**config.mk**
```make
export PLATFORM = sky130hd
export DESIGN_NAME = wu_counter
export DESIGN_NICKNAME = d
export VERILOG_FILES = /design/src/wu_pkg.sv /design/src/wu_src_tick.sv /design/src/wu_counter.sv
export SDC_FILE = /design/constraint.sdc
export NUM_CORES = 1
export LEC_CHECK = 0
export ABC_AREA = 1
export BUFFER_PORTS_ARGS = -buffer_cell sky130_fd_sc_hd__buf_2
export CAP_MARGIN = 20
export CORE_MARGIN = 4
export CORE_UTILIZATION = 40
export CTS_BUF_LIST = sky130_fd_sc_hd__clkbuf_8
export CTS_CLUSTER_DIAMETER = 40
export CTS_CLUSTER_SIZE = 8
export DETAILED_ROUTE_END_ITERATION = 12
export GPL_TIMING_DRIVEN = 0
export PLACE_DENSITY = 0.75
export REMOVE_ABC_BUFFERS = 1
export SKIP_LAST_GASP = 1
export SYNTH_ARGS = -nofsm -noshare
export SYNTH_HDL_FRONTEND = slang
export SYNTH_SLANG_ARGS = --single-unit
```
**constraint.sdc**
```tcl
create_clock -name clk -period 4 [get_ports clk]
set_clock_uncertainty 0.1 [all_clocks]
set_input_delay 1 -clock clk [delete_from_list [all_inputs] [get_ports clk]]
set_output_delay 1 -clock clk [all_outputs]
set_load 0.01 [all_outputs]
```
**src/wu_pkg.sv**
```systemverilog
/*
  Package for the oscillator warm-up counter: control field positions,
  mode and clock-select codes, the state and control carriers.
  Assumes the control bytes are held by logic on the same clock.
*/
package wu_pkg;

  // control byte fields
  localparam int FF_INIT_BIT   = 7;      // flipflop_init_bit position
  localparam int RUN_BIT       = 3;      // timer_run_bit position
  localparam int MODE_LSB      = 0;
  localparam int MODE_MSB      = 2;
  localparam int CLKSEL_LSB    = 4;
  localparam int CLKSEL_MSB    = 6;

  // mode codes (upper and lower control)
  localparam logic [2:0] MODE_WARMUP  = 3'h5;  // upper timer
  localparam logic [2:0] MODE_CASCADE = 3'h3;  // lower timer, 16-bit
  // source clock select codes (lower control)
  localparam logic [2:0] CLK_LOW      = 3'h4;  // low_freq_clock
  localparam logic [2:0] CLK_HIGH     = 3'h6;  // high_freq_clock

  // reset values
  localparam logic [15:0] COUNT_RST = 16'h0000;
  localparam logic [1:0]  SYNC_RST  = 2'h0;

  // nominal source rates, for reference of warm-up span
  localparam int LOW_FREQ_HZ   = 32768;
  localparam int TICKS_PER_STEP = 256;  // one compare step = 256 ticks

  // software-held control bytes
  typedef struct packed {
    logic [7:0] upper_timer_control;
    logic [7:0] lower_timer_control;
    logic [7:0] warmup_compare_high;
    logic [7:0] warmup_compare_low;
  } wu_ctrl_t;

  // main block state
  typedef struct packed {
    logic [15:0] count;
    logic        irq;
  } wu_state_t;

  // source edge detector state
  typedef struct packed {
    logic [1:0] sync_lo;
    logic [1:0] sync_hi;
    logic       prev_lo;
    logic       prev_hi;
    logic       tick;
  } wu_tick_state_t;

endpackage

```
**src/wu_src_tick.sv**
```systemverilog
/*
  Source clock edge detector: synchronises both oscillator pins and turns
  a rising edge of the selected one into a one-cycle tick enable.
  Assumes the source clocks are well below half of clk.
*/
`timescale 1ns/1ps
module wu_src_tick import wu_pkg::*; (
  // clock and reset
  input  wire logic       clk,
  input  wire logic       arst_n,
  // oscillator pins
  input  wire logic       high_freq_clock,
  input  wire logic       low_freq_clock,
  // selection and result
  input  wire logic [2:0] clk_sel,
  output logic            tick
);

  wu_tick_state_t s_q;
  wu_tick_state_t s_d;

  // edge detectors read only the second sync stage
  always_comb begin
    s_d         = s_q;
    s_d.sync_lo = {s_q.sync_lo[0], low_freq_clock};
    s_d.sync_hi = {s_q.sync_hi[0], high_freq_clock};
    s_d.prev_lo = s_q.sync_lo[1];
    s_d.prev_hi = s_q.sync_hi[1];
    case (clk_sel)
      CLK_LOW:  s_d.tick = s_q.sync_lo[1] & ~s_q.prev_lo;
      CLK_HIGH: s_d.tick = s_q.sync_hi[1] & ~s_q.prev_hi;
      default:  s_d.tick = 1'b0;  // other sources outside this mode
    endcase
  end

  always_ff @(posedge clk or negedge arst_n) begin
    if (!arst_n) begin
      s_q <= '{sync_lo: SYNC_RST, sync_hi: SYNC_RST, prev_lo: 1'b0,
               prev_hi: 1'b0, tick: 1'b0};
    end else begin
      s_q <= s_d;
    end
  end

  assign tick = s_q.tick;

endmodule

```
**src/wu_counter.sv**
```systemverilog
/*
  Oscillator warm-up counter: two cascaded 8-bit timers as one 16-bit
  up-counter clocked by the selected oscillator, matched on its upper byte.
  The counter measures how long a freshly started oscillator is left to
  settle before software moves the system clock onto it, in either
  direction between the fast and the slow source.
  Assumes control bytes come from register logic on clk, and that both
  oscillator pins are slow square waves that need synchronising here.
  Assumes the oscillator enables and the system clock select live outside
  this block and are sequenced by software around the match interrupt.
*/
`timescale 1ns/1ps
module wu_counter import wu_pkg::*; (
  // clock and reset
  input  wire logic        clk,
  input  wire logic        arst_n,
  // oscillator pins
  input  wire logic        high_freq_clock,
  input  wire logic        low_freq_clock,
  // software control
  input  wire wu_ctrl_t    ctrl,
  // status
  output logic             warmup_match_irq,
  output logic [15:0]      warmup_count,
  output logic             warmup_running
);

  wu_state_t   s_q;
  wu_state_t   s_d;
  logic        tick;
  logic        mode_ok;
  logic        run;
  logic [15:0] count_inc;
  logic [2:0]  clk_sel;

  assign clk_sel = ctrl.lower_timer_control[CLKSEL_MSB:CLKSEL_LSB];

  // the selected source drives the count; slow or fast use
  wu_src_tick u_tick (
    .clk             (clk),
    .arst_n          (arst_n),
    .high_freq_clock (high_freq_clock),
    .low_freq_clock  (low_freq_clock),
    .clk_sel         (clk_sel),
    .tick            (tick)
  );

  // warm-up needs upper in warm-up mode and lower in 16-bit cascade
  assign mode_ok =
    (ctrl.upper_timer_control[MODE_MSB:MODE_LSB] == MODE_WARMUP) &&
    (ctrl.lower_timer_control[MODE_MSB:MODE_LSB] == MODE_CASCADE);
  assign run = mode_ok && ctrl.upper_timer_control[RUN_BIT];

  assign count_inc = s_q.count + 16'h0001;  // low byte carries up

  // counting, match and stop; the initial-value bits are not used here,
  // so a stray 1 cannot disturb the count, only pins elsewhere
  always_comb begin
    s_d     = s_q;
    s_d.irq = 1'b0;
    if (!run) begin
      s_d.count = COUNT_RST;  // stop clears at once
    end else if (tick) begin
      // 256 ticks per compare step sets the span on either source
      if (count_inc[15:8] == ctrl.warmup_compare_high) begin
        s_d.count = COUNT_RST;
        s_d.irq   = 1'b1;
      end else begin
        s_d.count = count_inc;
      end
    end
  end

  always_ff @(posedge clk or negedge arst_n) begin
    if (!arst_n) begin
      s_q <= '{count: COUNT_RST, irq: 1'b0};
    end else begin
      s_q <= s_d;
    end
  end

  assign warmup_match_irq = s_q.irq;
  assign warmup_count     = s_q.count;
  assign warmup_running   = run;

  // checks

  AST_STOP_CLEARS: assert property (
    @(posedge clk) disable iff (!arst_n)
    !run |=> (s_q.count == COUNT_RST) && !s_q.irq)
    else $error("count not cleared or irq while stopped");

  AST_IRQ_NEEDS_RUN: assert property (
    @(posedge clk) disable iff (!arst_n)
    s_q.irq |-> $past(run) && $past(tick))
    else $error("irq without running tick");

  AST_IRQ_CLEARS: assert property (
    @(posedge clk) disable iff (!arst_n)
    $rose(s_q.irq) |-> s_q.count == COUNT_RST)
    else $error("counter not cleared on match");

  AST_MATCH_UPPER: assert property (
    @(posedge clk) disable iff (!arst_n)
    run && tick && (count_inc[15:8] == ctrl.warmup_compare_high)
    |=> s_q.irq)
    else $error("upper byte match missed");

  AST_INCREMENT: assert property (
    @(posedge clk) disable iff (!arst_n)
    run && tick && (count_inc[15:8] != ctrl.warmup_compare_high)
    |=> s_q.count == $past(s_q.count) + 16'h0001)
    else $error("counter did not step by one");

  AST_HOLD: assert property (
    @(posedge clk) disable iff (!arst_n)
    run && !tick |=> s_q.count == $past(s_q.count) && !s_q.irq)
    else $error("counter moved without a source edge");

  AST_IRQ_PULSE: assert property (
    @(posedge clk) disable iff (!arst_n)
    s_q.irq |=> !s_q.irq)
    else $error("irq longer than one cycle");

  AST_MODE_GATE: assert property (
    @(posedge clk) disable iff (!arst_n)
    !mode_ok [*2] |-> s_q.count == COUNT_RST)
    else $error("counter active outside warm-up mode");

  // a tick only comes from one of the two oscillator selections
  AST_TICK_NEEDS_SEL: assert property (
    @(posedge clk) disable iff (!arst_n)
    tick |-> ($past(clk_sel) == CLK_LOW) || ($past(clk_sel) == CLK_HIGH))
    else $error("tick from an unsupported source");

  // the interrupt always comes with a cleared counter
  AST_IRQ_COUNT_ZERO: assert property (
    @(posedge clk) disable iff (!arst_n)
    s_q.irq |-> s_q.count == COUNT_RST)
    else $error("irq with counter not cleared");

  // no interrupt in the cycle after a stopped one
  AST_NO_IRQ_STOPPED: assert property (
    @(posedge clk) disable iff (!arst_n)
    !$past(run) |-> !s_q.irq)
    else $error("irq after timer stopped");

  // the match looks at the upper compare byte only
  AST_IRQ_ON_MATCH: assert property (
    @(posedge clk) disable iff (!arst_n)
    s_q.irq |-> $past(count_inc[15:8]) == $past(ctrl.warmup_compare_high))
    else $error("irq without upper byte match");

  // a mismatch on a tick never raises the interrupt
  AST_NO_MATCH_NO_IRQ: assert property (
    @(posedge clk) disable iff (!arst_n)
    run && tick && (count_inc[15:8] != ctrl.warmup_compare_high)
    |=> !s_q.irq)
    else $error("irq without match");

  // low byte wraps and carries one into the high byte
  AST_CARRY: assert property (
    @(posedge clk) disable iff (!arst_n)
    run && tick && (s_q.count[7:0] == 8'hFF) &&
    (count_inc[15:8] != ctrl.warmup_compare_high)
    |=> (s_q.count[7:0] == 8'h00) &&
        (s_q.count[15:8] == $past(s_q.count[15:8]) + 8'h01))
    else $error("carry into high byte wrong");

  // without a carry the high byte stays put unless a match clears the counter
  AST_NO_CARRY: assert property (
    @(posedge clk) disable iff (!arst_n)
    run && tick && (s_q.count[7:0] != 8'hFF)
    |=> s_q.count[15:8] == $past(s_q.count[15:8]) || s_q.irq)
    else $error("high byte moved without carry");

  // a match clears the counter on the next edge
  AST_MATCH_CLEARS: assert property (
    @(posedge clk) disable iff (!arst_n)
    run && tick && (count_inc[15:8] == ctrl.warmup_compare_high)
    |=> s_q.count == COUNT_RST)
    else $error("match did not clear counter");

  // an unsupported source select holds the count
  AST_BAD_SEL_HOLDS: assert property (
    @(posedge clk) disable iff (!arst_n)
    (run && (clk_sel != CLK_LOW) && (clk_sel != CLK_HIGH)) ##1
    (run && (clk_sel != CLK_LOW) && (clk_sel != CLK_HIGH))
    |=> s_q.count == $past(s_q.count) && !s_q.irq)
    else $error("count moved on unsupported source");

  // the interrupt needs both timers in the warm-up pairing
  AST_IRQ_NEEDS_MODE: assert property (
    @(posedge clk) disable iff (!arst_n)
    s_q.irq |-> $past(mode_ok))
    else $error("irq outside warm-up mode");

endmodule

```
Word level (Yosys, flattened, before mapping)
Index checks and enable logic that the tools add are counted.
- register bits: 24
- bits of input ports: 36
- output and inout bits: 18
- logic and storage cells: 26
- $add $sub $neg: 1
- eq/ne operators: 6
- muxes and demuxes: 6
- bitwise logic cells: 4
- reduce and logical (&&, ||, !) cells: 2
- operators by type and width (operator ; number):
    two-way mux 16 bit ; 2
    two-way mux 17 bit ; 1
    adder 16 x 1 -> 16 bit, second input constant ; 1
    == test 3 bit, second input constant ; 3
    == test 8 bit ; 1
    == test 3 x 2 -> 1 bit, second input constant ; 1
    AND 1 bit ; 2
    logical AND 1 bit ; 2
    two-way mux 1 bit ; 2
    inequality test 2 x 1 -> 1 bit, second input constant ; 1
    NOT 1 bit ; 2
    one-hot mux 1 bit (2 select lines) ; 1

Depth between registers and ports, before layout
Gate-level depths: netlist of the first run.
- depth in word-level cells: 5
- gate-level depth with buffers: 14
- gate-level depth less buffers: 13

By module
Synthesis of the first run repeated with hierarchy kept, for this count alone.
- cell total of the unflattened synthesis: 226
- area, all modules: 1537.7 um^2
- modules (own cells, without submodules) (module ; times used ; cells an instance ; area an instance (um^2)):
    wu_counter ; 1 ; 209 ; 1320.0
    wu_src_tick ; 1 ; 17 ; 217.7

Least setup slack after synthesis of the first run
No wires, ideal clock.
- path type: in2out
- from: input ctrl[25] in the netlist's numbering
- to: output warmup_running
- data arrival time: 1.377 ns
- setup slack: 1.523 ns
- stages on the path: 3
- buffers on the path: 0
- path through: nor3b_1 nand2_1 inv_1
- cells in the longest elaborated chain, start to end: 3
- RTL lines (item ; RTL line ; text):
    start: declaration ; wu_counter.sv:21 ; input wire wu_ctrl_t ctrl,
    == test 3 bit ; wu_counter.sv:50 ; (ctrl.upper_timer_control[MODE_MSB:MODE_LSB] == MODE_WARMUP) &&
    logical AND 1 bit ; wu_counter.sv:50 ;
    logical AND 1 bit ; wu_counter.sv:52 ; assign run = mode_ok && ctrl.upper_timer_control[RUN_BIT];
    end: declaration ; wu_counter.sv:25 ; output logic warmup_running
No other way between the ends.

Worst setup path after layout of the first run
Same ends and word-level chain as after synthesis.

==> key figures, run 1 <==
Timing
  – Fmax achieved: 375 MHz
  – Rel. slew slack: 62.8%
  – Min Tclk post-route: 2.67 ns
  – Final period util: 66.6%
  – Setup TNS: 0 ns
  – Worst-Margin Slew: 0.558 ns
  – Endpoints failing hold: 0
  – Final Slew Violations: 0
  – Final setup viols: 0
  – WHS: 0.254 ns
  – RSZ-0062 raised after global routing: no

Place
  – Detailed placer's ending HPWL: 2.82 mm
  – I/O Buffers: 39
  – RePlAce Congestion: 0.791

Yosys
  – Dominant cell type by area after synthesis: dfrtp_1
  – Gate Count Post-Synth: 240
  – Seq cells post-synth: 24
  – Top post-synthesis cells by area: dfrtp_1 (35%), nand2_1 (20%), nand3_1 (6.9%)
  – Avg Cell Area, Syn: 7.25 um2
  – Register area share after synthesis: 34.5%
  – Synthesized area: 1740 um2
  – Top cell type's share of synthesized area: 34.5%
  – Synth Warn #: 0
  – Distinct cells, synth: 28

Layout
  – Share of layout cells above drive strength 1: 30.0%
  – # nets final: 319
  – Syn-to-layout area delta: 15.6%
  – Antenna cells: 0

Drt
  – Drt first-iter violations: 75
  – # DRC: 0
  – Post-route ant nets: 0
  – WL per Instance: 11.3 um
  – Vias per cell: 4.80
  – 1st-pass router iterations: 4
  – Total number of vias: 1585
  – Total wire length: 3.74 mm

Clocking
  – CTS clk-pin slew, worst paths: 0.08 ns
  – CTS resizes: 0
  – Post-CTS setup buffer count: 0
  – Clock Tree Root: clkbuf_8
  – Clock Latency Late Sink: 0.26 ns
  – Clk buf depth: 2
  – # hold bufs at CTS: 0
  – CTS tree: yes
  – Depth of the CTS H-tree: 1
  – CTS buffer count: 3
  – Clock sink count: 24

Global routing
  – Number of global-route vias before repair: 1512
  – First-pass GRT wire length: 6.65 mm
  – Initial antenna violation count: 0
  – Global route overflow: 0
  – GR Util All Layers: 15.1%
  – Maximum number of pins on one net before global-route repair: 25

Critical path
  – R2R Setup Slk: 1.88 ns
  – Critical path type: in -> out
  – Reg-to-reg endpoint: warmup_count[14]
  – R2r startpoint: warmup_count[0]
  – Max Fanout on Critical Path: 4
  – Data arrival time of the critical path: 1.57 ns
  – Crit start category: input pin
  – Crit. End Element: primary output
  – CP Cell Sequence: buf_2, nor3b_1, nand2_1, inv_1, buf_2
  – Worst EP required: 2.90 ns
  – Worst-path cell with the longest stage delay: nor3b_1
  – CP most frequent cell: buf_2
  – Slowest stage delay, CP: 0.17 ns
  – Worst Reg-to-Reg Cells: 12

Outcome
  – Status: complete, no violations

Worst hold path
  – Endpoint, Worst Hold: u_tick.s_d[2]
  – Hold Crit Class: reg -> reg
  – HP Start: u_tick.s_d[6]
  – Worst hold stages: 0

Job
  – Max Cap Violations: 0

Floorplan
  – Initial Util: 42.3%
  – I/O pins: 54
  – Die area: 5470 um2
  – Die height: 73.9 um
  – Core box area: 4120 um2
  – Die Wd: 73.9 um
  – Site Rows: 23

Pwr
  – IR drop worst, VDD: 0.000148 V
  – Power Density: 211 nW/um2
  – Leakage: 1.06 nW
## metal layers
metal	vias to the layer above	track usage, %	wire [um]
met1	713	19.7	1800
met4	0	2.21	13
li1	841	-	-
met3	2	3.11	171
met5	-	0	0
met2	29	26.2	1760
## worst max-delay path: cells and delay by family
| kind | cells | cell delay (ns) |
|---|---|---|
| buffers and inverters | 3 | 0.27 |
| and+or+nand+nor | 2 | 0.29 |
## cell families after synthesis
kind of cell	count (synthesis)	synth area share, %
adder cells (fa/ha/maj)	1	0.719
AND/OR/NAND/NOR	162	45.5
buffers and inverters	33	8.92
AO/OA/AOI/OAI	20	10.3
flip-flops	24	34.5
## cell usage after synthesis (all sizes together)
cell          number
a211oi             1
a21oi              1
buf                3
dfrtp             24
dlymetal6s2s       1
ha                 1
inv               29
nand2            101
nand3             26
nand3b             2
nand4              5
nor2              21
nor3               1
nor3b              2
o211ai             1
o21ai              1
o21bai            16
or2                4
## placed cells by master, fill, tap and decap left out, types with 2 or more instances in the layout
| master | count |
|---|---|
| clkbuf_8 | 3 |
| inv_1 | 26 |
| o21bai_1 | 7 |
| o21bai_2 | 9 |
| nand4_1 | 5 |
| or2_2 | 4 |
| dfrtp_1 | 24 |
| nand3_1 | 24 |
| buf_2 | 39 |
| nand3_2 | 2 |
| nor2_4 | 7 |
| nand2_4 | 2 |
| nand3b_1 | 2 |
| nand2_1 | 93 |
| inv_2 | 3 |
| nand2_2 | 6 |
| nor2_1 | 8 |
| nor2_2 | 6 |
## report_power, final
part           leakage (nW)  switching, mW  total, mW  internal [mW]
Sequential            0.321        0.00113      0.247          0.246
Combinational         0.722         0.0209     0.0346         0.0137
Clock                0.0216         0.0758      0.143         0.0674
## worst max path at each step
stage	slack [ns]	start	end	depth (start not counted)
2_1_floorplan	1.52	ctrl[25]	warmup_running	3
3_3_place_gp	1.12	ctrl[25]	warmup_count[4]	7
3_5_place_dp	1.05	ctrl[25]	warmup_count[4]	7
4_1_cts	1.32	ctrl[25]	warmup_running	5
5_1_grt	1.29	ctrl[25]	warmup_running	5
6_report	1.33	ctrl[25]	warmup_running	5
## stage by stage
stage | instance area (um2) | utilization, % | cells | power (mW) | setup slack [ns]
global placement | 1950 | 47.4 | 325 | 0.286 | 1.12
detailed placement | 1950 | 47.4 | 325 | 0.287 | 1.05
floorplan | 1690 | - | 236 | 0.268 | 1.52
finish | 2010 | 48.9 | 330 | 0.425 | 1.33
CTS | 1990 | 48.4 | 328 | 0.430 | 1.32
global route | 2010 | 48.9 | 330 | 0.446 | 1.29
## final cells by class
| type | count | area (um2) |
|---|---|---|
| sequential | 24 | 601 |
| multi-input combinational | 183 | 983 |
| timing repair buffer | 41 | 214 |
| clock buffer | 3 | 41.3 |
| fill | 429 | 2100 |
| inverter | 29 | 109 |
| tap | 50 | 62.6 |
## flip-flops by register name, indices dropped and copies added (netlist names)
| register | flops |
|---|---|
| warmup_count | 16 |
| u_tick.s_d | 4 |
| u_tick.s_q | 2 |
| u_tick.tick | 1 |
| warmup_match_irq | 1 |
Power figures use the tool's default switching activity.
==> run 2: changes to the inputs <==
--- a/config.mk
+++ b/config.mk
@@ -5,7 +5,7 @@
 export SDC_FILE = /design/constraint.sdc
 export NUM_CORES = 1
 export LEC_CHECK = 0
-export ABC_AREA = 1
+export ABC_AREA = 0
 export BUFFER_PORTS_ARGS = -buffer_cell sky130_fd_sc_hd__buf_2
 export CAP_MARGIN = 20
 export CORE_MARGIN = 4
@@ -15,7 +15,7 @@
 export CTS_CLUSTER_SIZE = 8
 export DETAILED_ROUTE_END_ITERATION = 12
 export GPL_TIMING_DRIVEN = 0
-export PLACE_DENSITY = 0.75
+export PLACE_DENSITY = 0.77
 export REMOVE_ABC_BUFFERS = 1
 export SKIP_LAST_GASP = 1
 export SYNTH_ARGS = -nofsm -noshare
==> constraint.sdc (replaced) <==
create_clock -name clk -period 2.77 [get_ports clk]
set_clock_uncertainty 0.1 [all_clocks]
set_input_delay 0.6925 -clock clk [delete_from_list [all_inputs] [get_ports clk]]
set_output_delay 0.6925 -clock clk [all_outputs]
set_load 0.01 [all_outputs]
==> run 2 against run 1 <==
Sequential share of layout area up 3.1 points. Clock power rose by 110%. Die area down 13%. Sequential power increased by 45%. Global-route usage up 1.1 points. Power up 67%. Largest cell class unchanged. Wire length is 7.0% lower. Cell area decreased by 9.2%. Combinational power is 32% higher. Via count down 15%. Critical path type is now reg -> reg. First-iteration DRC count rose by 28%. Synthesized cell count shrank 34%. Largest power group unchanged.
==> key figures, run 2 <==
Worst hold path
  – Hold Crit Class: reg -> reg
  – HP Start: u_tick.s_d[4]
  – Endpoint, Worst Hold: u_tick.s_d[1]
  – Worst hold stages: 0

Yosys
  – Ys async rst share: 100%
  – Avg Cell Area, Syn: 9.33 um2
  – Most common cell in the netlist: dfrtp_1
  – Synthesized area: 1480 um2
  – Register area share after synthesis: 40.5%
  – Dominant cell type by area after synthesis: dfrtp_1
  – Post-synth top cells: dfrtp_1 (24), nand2_1 (17), nor2_1 (15), xor2_1 (11), xnor2_1 (9)
  – Top post-synthesis cells by area: dfrtp_1 (40%), xor2_1 (6.5%), xnor2_1 (5.3%)
  – Seq cells post-synth: 24
  – Distinct cells, synth: 47
  – Synth Warn #: 0
  – Main synth FF type: dfrtp_1
  – Top cell type's share of synthesized area: 40.5%
  – EDFF count, synth: 0
  – Gate Count Post-Synth: 159

Clocking
  – Clk buf depth: 2
  – Clock sink count: 24
  – Depth of the CTS H-tree: 1
  – CTS clk-pin slew, worst paths: 0.08 ns
  – # hold bufs at CTS: 0
  – Clock Latency Late Sink: 0.27 ns
  – CTS buffer count: 3
  – CTS tree: yes
  – Clock Tree Root: clkbuf_8

Drt
  – Total number of vias: 1340
  – 1st-pass router iterations: 4
  – Total wire length: 3.48 mm
  – Vias per cell: 5.47
  – # DRC: 0
  – Post-route ant nets: 0
  – WL per Instance: 14.2 um
  – Drt first-iter violations: 96

Critical path
  – R2r startpoint: warmup_count[5]
  – Slowest stage delay, CP: 0.49 ns
  – Worst Reg-to-Reg Cells: 8
  – Crit. End Element: flip-flop
  – Cell family with most CP delay: simple AND/OR/NAND/NOR gates
  – Data arrival time of the critical path: 2.69 ns
  – Reg-to-reg endpoint: warmup_count[4]
  – CP Cell Sequence: nand4_1, nor4_2, xnor2_1, a41oi_1, a221oi_4, buf_12, nor2_1, a211o_1
  – Worst-path cell with the longest stage delay: dfrtp_1
  – CP bufs+invs: 1
  – Crit start category: flip-flop
  – Max Fanout on Critical Path: 12
  – Worst EP required: 2.83 ns
  – Critical path type: reg -> reg
  – R2R Setup Slk: 0.14 ns

Floorplan
  – Initial Util: 42.8%
  – Site Rows: 21
  – Die area: 4750 um2
  – I/O pins: 54
  – Die Wd: 68.9 um
  – Core box area: 3470 um2
  – Die height: 68.9 um

Global routing
  – Initial antenna violation count: 0
  – Number of global-route vias before repair: 1212
  – Global route overflow: 0
  – First-pass GRT wire length: 5.76 mm
  – GR Util All Layers: 16.1%
  – Maximum number of pins on one net before global-route repair: 25

Outcome
  – Status: complete, no violations

Layout
  – Antenna cells: 0
  – Share of layout cells above drive strength 1: 30.7%
  – Layout Cells excl Fill: 245
  – Max reg flops: 16
  – # nets final: 237
  – Multi-input gate area: 846 um2
  – Most common cell after layout, fill and taps aside: buf_2
  – Final Core Density: 52.6%
  – Fill count: 335
  – FF/Latch Area: 602 um2
  – Most frequent cells in the layout: buf_2 (39), dfrtp_1 (23), nand2_1 (17)
  – Final Instance Area: 1830 um2
  – Syn-to-layout area delta: 23.0%

Timing
  – Final setup viols: 0
  – Worst-Margin Slew: 0.546 ns
  – PnR worst setup slack: 0.138 ns
  – Final Slew Violations: 0
  – Endpoints failing hold: 0
  – Fmax achieved: 380 MHz
  – Rel. slew slack: 63.4%
  – Min Tclk post-route: 2.63 ns
  – Final period util: 95.0%

Place
  – I/O Buffers: 39
  – Post-Place Cells: 239
  – Detailed placer's ending HPWL: 2.56 mm
  – RePlAce Congestion: 0.891
  – Post-Place Setup Slack: -0.374 ns
  – Placed Area: 1700 um2

Pwr
  – Power Density: 389 nW/um2
  – IR drop worst, VDD: 0.000362 V
  – Leakage: 0.809 nW
  – Final Power: 0.711 mW

Job
  – Max Cap Violations: 0
run 2: cell types whose count changed after synthesis, sizes merged, moves of 4 or more:
cell    change
nand2      -84
nor4        +4
a21o        +4
o21bai     -16
inv        -22
xnor2      +10
nand3      -17
o21ai       +6
nor2        -5
xor2       +11
run 2: kinds of logic (layout without fill, tap and decap cells):
kind of cell / after synthesis / in the layout / synth area share (%)
fa+ha+maj: 1 / 1 / 0.843
mux: 1 / 1 / 0.675
simple gates: 74 / 74 / 26.7
buf+inv: 12 / 52 / 4.55
compound gates: 26 / 26 / 13.1
flops: 24 / 24 / 40.5
xor+xnor: 21 / 21 / 13.7
run 2: worst reg2reg max path: stages (launching register included):
cell	delay, ns
dfrtp_1	0.49
nand4_1	0.35
nor4_2	0.46
xnor2_1	0.21
a41oi_1	0.19
a221oi_4	0.25
buf_12	0.17
nor2_1	0.05
a211o_1	0.25
run 2: how the worst max path moves through the flow:
| stage | startpoint | slack [ns] | cells after the start | to |
|---|---|---|---|---|
| floorplan | ctrl[9] | 0.08 | 7 | warmup_count[4] |
| global placement | ctrl[9] | -0.37 | 8 | warmup_count[4] |
| detailed placement | ctrl[9] | -0.37 | 8 | warmup_count[4] |
| CTS | warmup_count[0] | 0.008 | 9 | warmup_count[3] |
| global route | warmup_count[5] | -0.03 | 8 | warmup_count[3] |
| finish | warmup_count[5] | 0.14 | 8 | warmup_count[4] |
run 2: stage by stage:
step	hold slack [ns]	TNS (ns)
floorplan	0.231	0
global route	0.266	-0.0559
finish	0.254	0
detailed placement	0.237	-2.30
global placement	0.233	-2.24
CTS	0.258	0
run 2: layout make-up:
type / instances / area share (%)
clock buffers: 3 / 2.26
clock inverters: 1 / 1.64
inverters: 7 / 1.44
multi-input cells: 123 / 46.3
flip-flops and latches: 24 / 33.0
well taps: 46 / 3.15
repair buffers: 41 / 12.2
run 2: timing repair:
item | 4_1_cts | 5_1_grt
buffers inserted | 1 | 1
setup endpoints to repair | 9 | 14
gates resized for setup | 3 | 3
pin swaps | 1 | 0
run 2: report_power, final:
group          total, mW  switching (mW)  internal, mW
Combinational     0.0457          0.0232        0.0225
Clock              0.307           0.114         0.193
Sequential         0.357         0.00253         0.355
run 2: per-layer routing:
metal  wire [um]  up-vias  GRT usage (%)  part of all wire, %
li1            -      647              -                    -
met1        1550      643           22.3                   44
met2        1660       45           26.0                   48
met3         252        5           3.89                  7.2
met4          21        0           2.68                 0.60
met5           0        -              0                    0
==> run 3: changes to the inputs <==
==> constraint.sdc (replaced) <==
create_clock -name clk -period 2.77 [get_ports clk]
set_clock_uncertainty 0.1 [all_clocks]
set_input_delay 0.277 -clock clk [delete_from_list [all_inputs] [get_ports clk]]
set_output_delay 0.277 -clock clk [all_outputs]
set_load 0.01 [all_outputs]
==> run 3 against run 2 <==
Sequential power about the same. Worst hold slack worse by 0.20 ns. Worst setup slack better by 0.0013 ns. Clock-buffer cell count did not move. Fmax is essentially flat. Die area unchanged.
==> key figures, run 3 (synthesis gave the netlist of run 2 again) <==
Outcome
  – Status: complete, no violations

Place
  – Post-Place Cells: 239
  – I/O Buffers: 39
  – Placed Area: 1700 um2
  – Detailed placer's ending HPWL: 2.56 mm
  – RePlAce Congestion: 0.891

Layout
  – Share of layout cells above drive strength 1: 30.2%
  – Final Instance Area: 1860 um2
  – Antenna cells: 0
  – Most common cell after layout, fill and taps aside: buf_2
  – Fill count: 331
  – Layout Cells excl Fill: 248
  – # nets final: 240
  – Most frequent cells in the layout: buf_2 (39), dfrtp_1 (23), nand2_1 (17)
  – Max reg flops: 16
  – Syn-to-layout area delta: 25.0%

Critical path
  – Max Fanout on Critical Path: 12
  – Critical path type: reg -> reg
  – Crit start category: flip-flop
  – Worst Reg-to-Reg Cells: 8
  – Data arrival time of the critical path: 2.69 ns
  – Crit. End Element: flip-flop
  – Worst EP required: 2.83 ns

Job
  – Max Cap Violations: 0

Clocking
  – Depth of the CTS H-tree: 1
  – Clock Latency Late Sink: 0.27 ns
  – Clock sink count: 24
  – Clk buf depth: 2
  – Clock Tree Root: clkbuf_8
  – CTS clk-pin slew, worst paths: 0.08 ns
  – CTS buffer count: 3
  – CTS tree: yes

Drt
  – Total wire length: 3.52 mm
  – Wire length on met3: 239 um
  – Vias per cell: 5.43
  – Routed wl met2: 1.70 mm
  – M1 wire length: 1.55 mm
  – Drt first-iter violations: 137
  – Total number of vias: 1347
  – 1st-pass router iterations: 4
  – Post-route ant nets: 0
  – # DRC: 0
  – Highest metal used: met4
  – WL per Instance: 14.2 um

Timing
  – Worst-Margin Slew: 0.546 ns
  – Min Tclk post-route: 2.63 ns
  – Final period util: 95.0%
  – Fmax achieved: 380 MHz
  – Endpoints failing hold: 0
  – Final setup viols: 0
  – Rel. slew slack: 63.5%
  – Final Slew Violations: 0

Floorplan
  – Core box area: 3470 um2
  – Die Wd: 68.9 um
  – I/O pins: 54
  – Initial Util: 42.8%
  – Die height: 68.9 um
  – Site Rows: 21
  – Die area: 4750 um2

Pwr
  – IR drop worst, VDD: 0.000361 V
  – Final Power: 0.714 mW
  – Power Density: 385 nW/um2
  – Leakage: 0.821 nW

Global routing
  – Initial antenna violation count: 0
  – Number of global-route vias before repair: 1231
  – Global route overflow: 0
  – First-pass GRT wire length: 5.87 mm
  – Maximum number of pins on one net before global-route repair: 25
  – GR Util All Layers: 16.4%

Worst hold path
  – Worst hold stages: 2
  – Hold Crit Class: in -> reg
run 3: changes by cell type in the layout (fill, tap and decap cells not counted), sizes merged:
cell,before,now
dlygate4sd3,0,3
run 3: metal layers:
| metal | up-vias | GRT usage (%) |
|---|---|---|
| met5 | - | 0 |
| met4 | 0 | 2.68 |
| met3 | 5 | 3.89 |
| met2 | 47 | 26.4 |
| met1 | 640 | 22.7 |
| li1 | 655 | - |
run 3: power breakdown:
part	switching [mW]	internal, mW
Combinational	0.0239	0.0252
Sequential	0.00254	0.355
Clock	0.114	0.193
run 3: layout make-up:
type | instances | area (um2) | area share, %
multi-input combinational | 123 | 846 | 45.6
timing repair buffer | 44 | 253 | 13.6
clock inverter | 1 | 30.0 | 1.62
inverter | 7 | 26.3 | 1.42
clock buffer | 3 | 41.3 | 2.23
tap | 46 | 57.6 | 3.10
sequential | 24 | 602 | 32.4
run 3: worst paths after layout:
check                                start                to  slack [ns]
setup / recovery           warmup_count[5]   warmup_count[4]        0.14
hold / removal                    ctrl[20]       u_tick.tick        0.05
setup reg to reg           warmup_count[5]   warmup_count[4]        0.14
hold reg to reg              u_tick.s_d[4]     u_tick.s_d[1]        0.25
max in group asynchronous           arst_n   warmup_count[0]        1.76
min in group asynchronous           arst_n  warmup_count[11]        0.43
run 3: per-stage QoR:
step	util [%]	hold slack, ns	worst slack [ns]	TNS, ns
6_report	53.5	0.0502	0.139	0
5_1_grt	53.5	0.0584	-0.0259	-0.0559
4_1_cts	52.9	0.0398	0.00771	0
3_5_place_dp	48.9	0.189	-0.321	-1.82
3_3_place_gp	48.9	0.185	-0.282	-1.46
2_1_floorplan	-	-0.119	0.0881	0
run 3: repair_timing:
action / 4_1_cts / 5_1_grt
pin swaps: 1 / 0
gates cloned: 0 / 0
endpoints found under the hold margin: 26 / 0
buffers inserted: 1 / 1
resized for setup: 3 / 3
endpoints found under the setup margin: 9 / 14
hold buffers: 3 / 0
run 3: critical path: stages (launching register included):
cell and delay (ns):
dfrtp_1 0.49, nand4_1 0.35, nor4_2 0.46, xnor2_1 0.21, a41oi_1 0.19, a221oi_4 0.25
buf_12 0.17, nor2_1 0.05, a211o_1 0.25
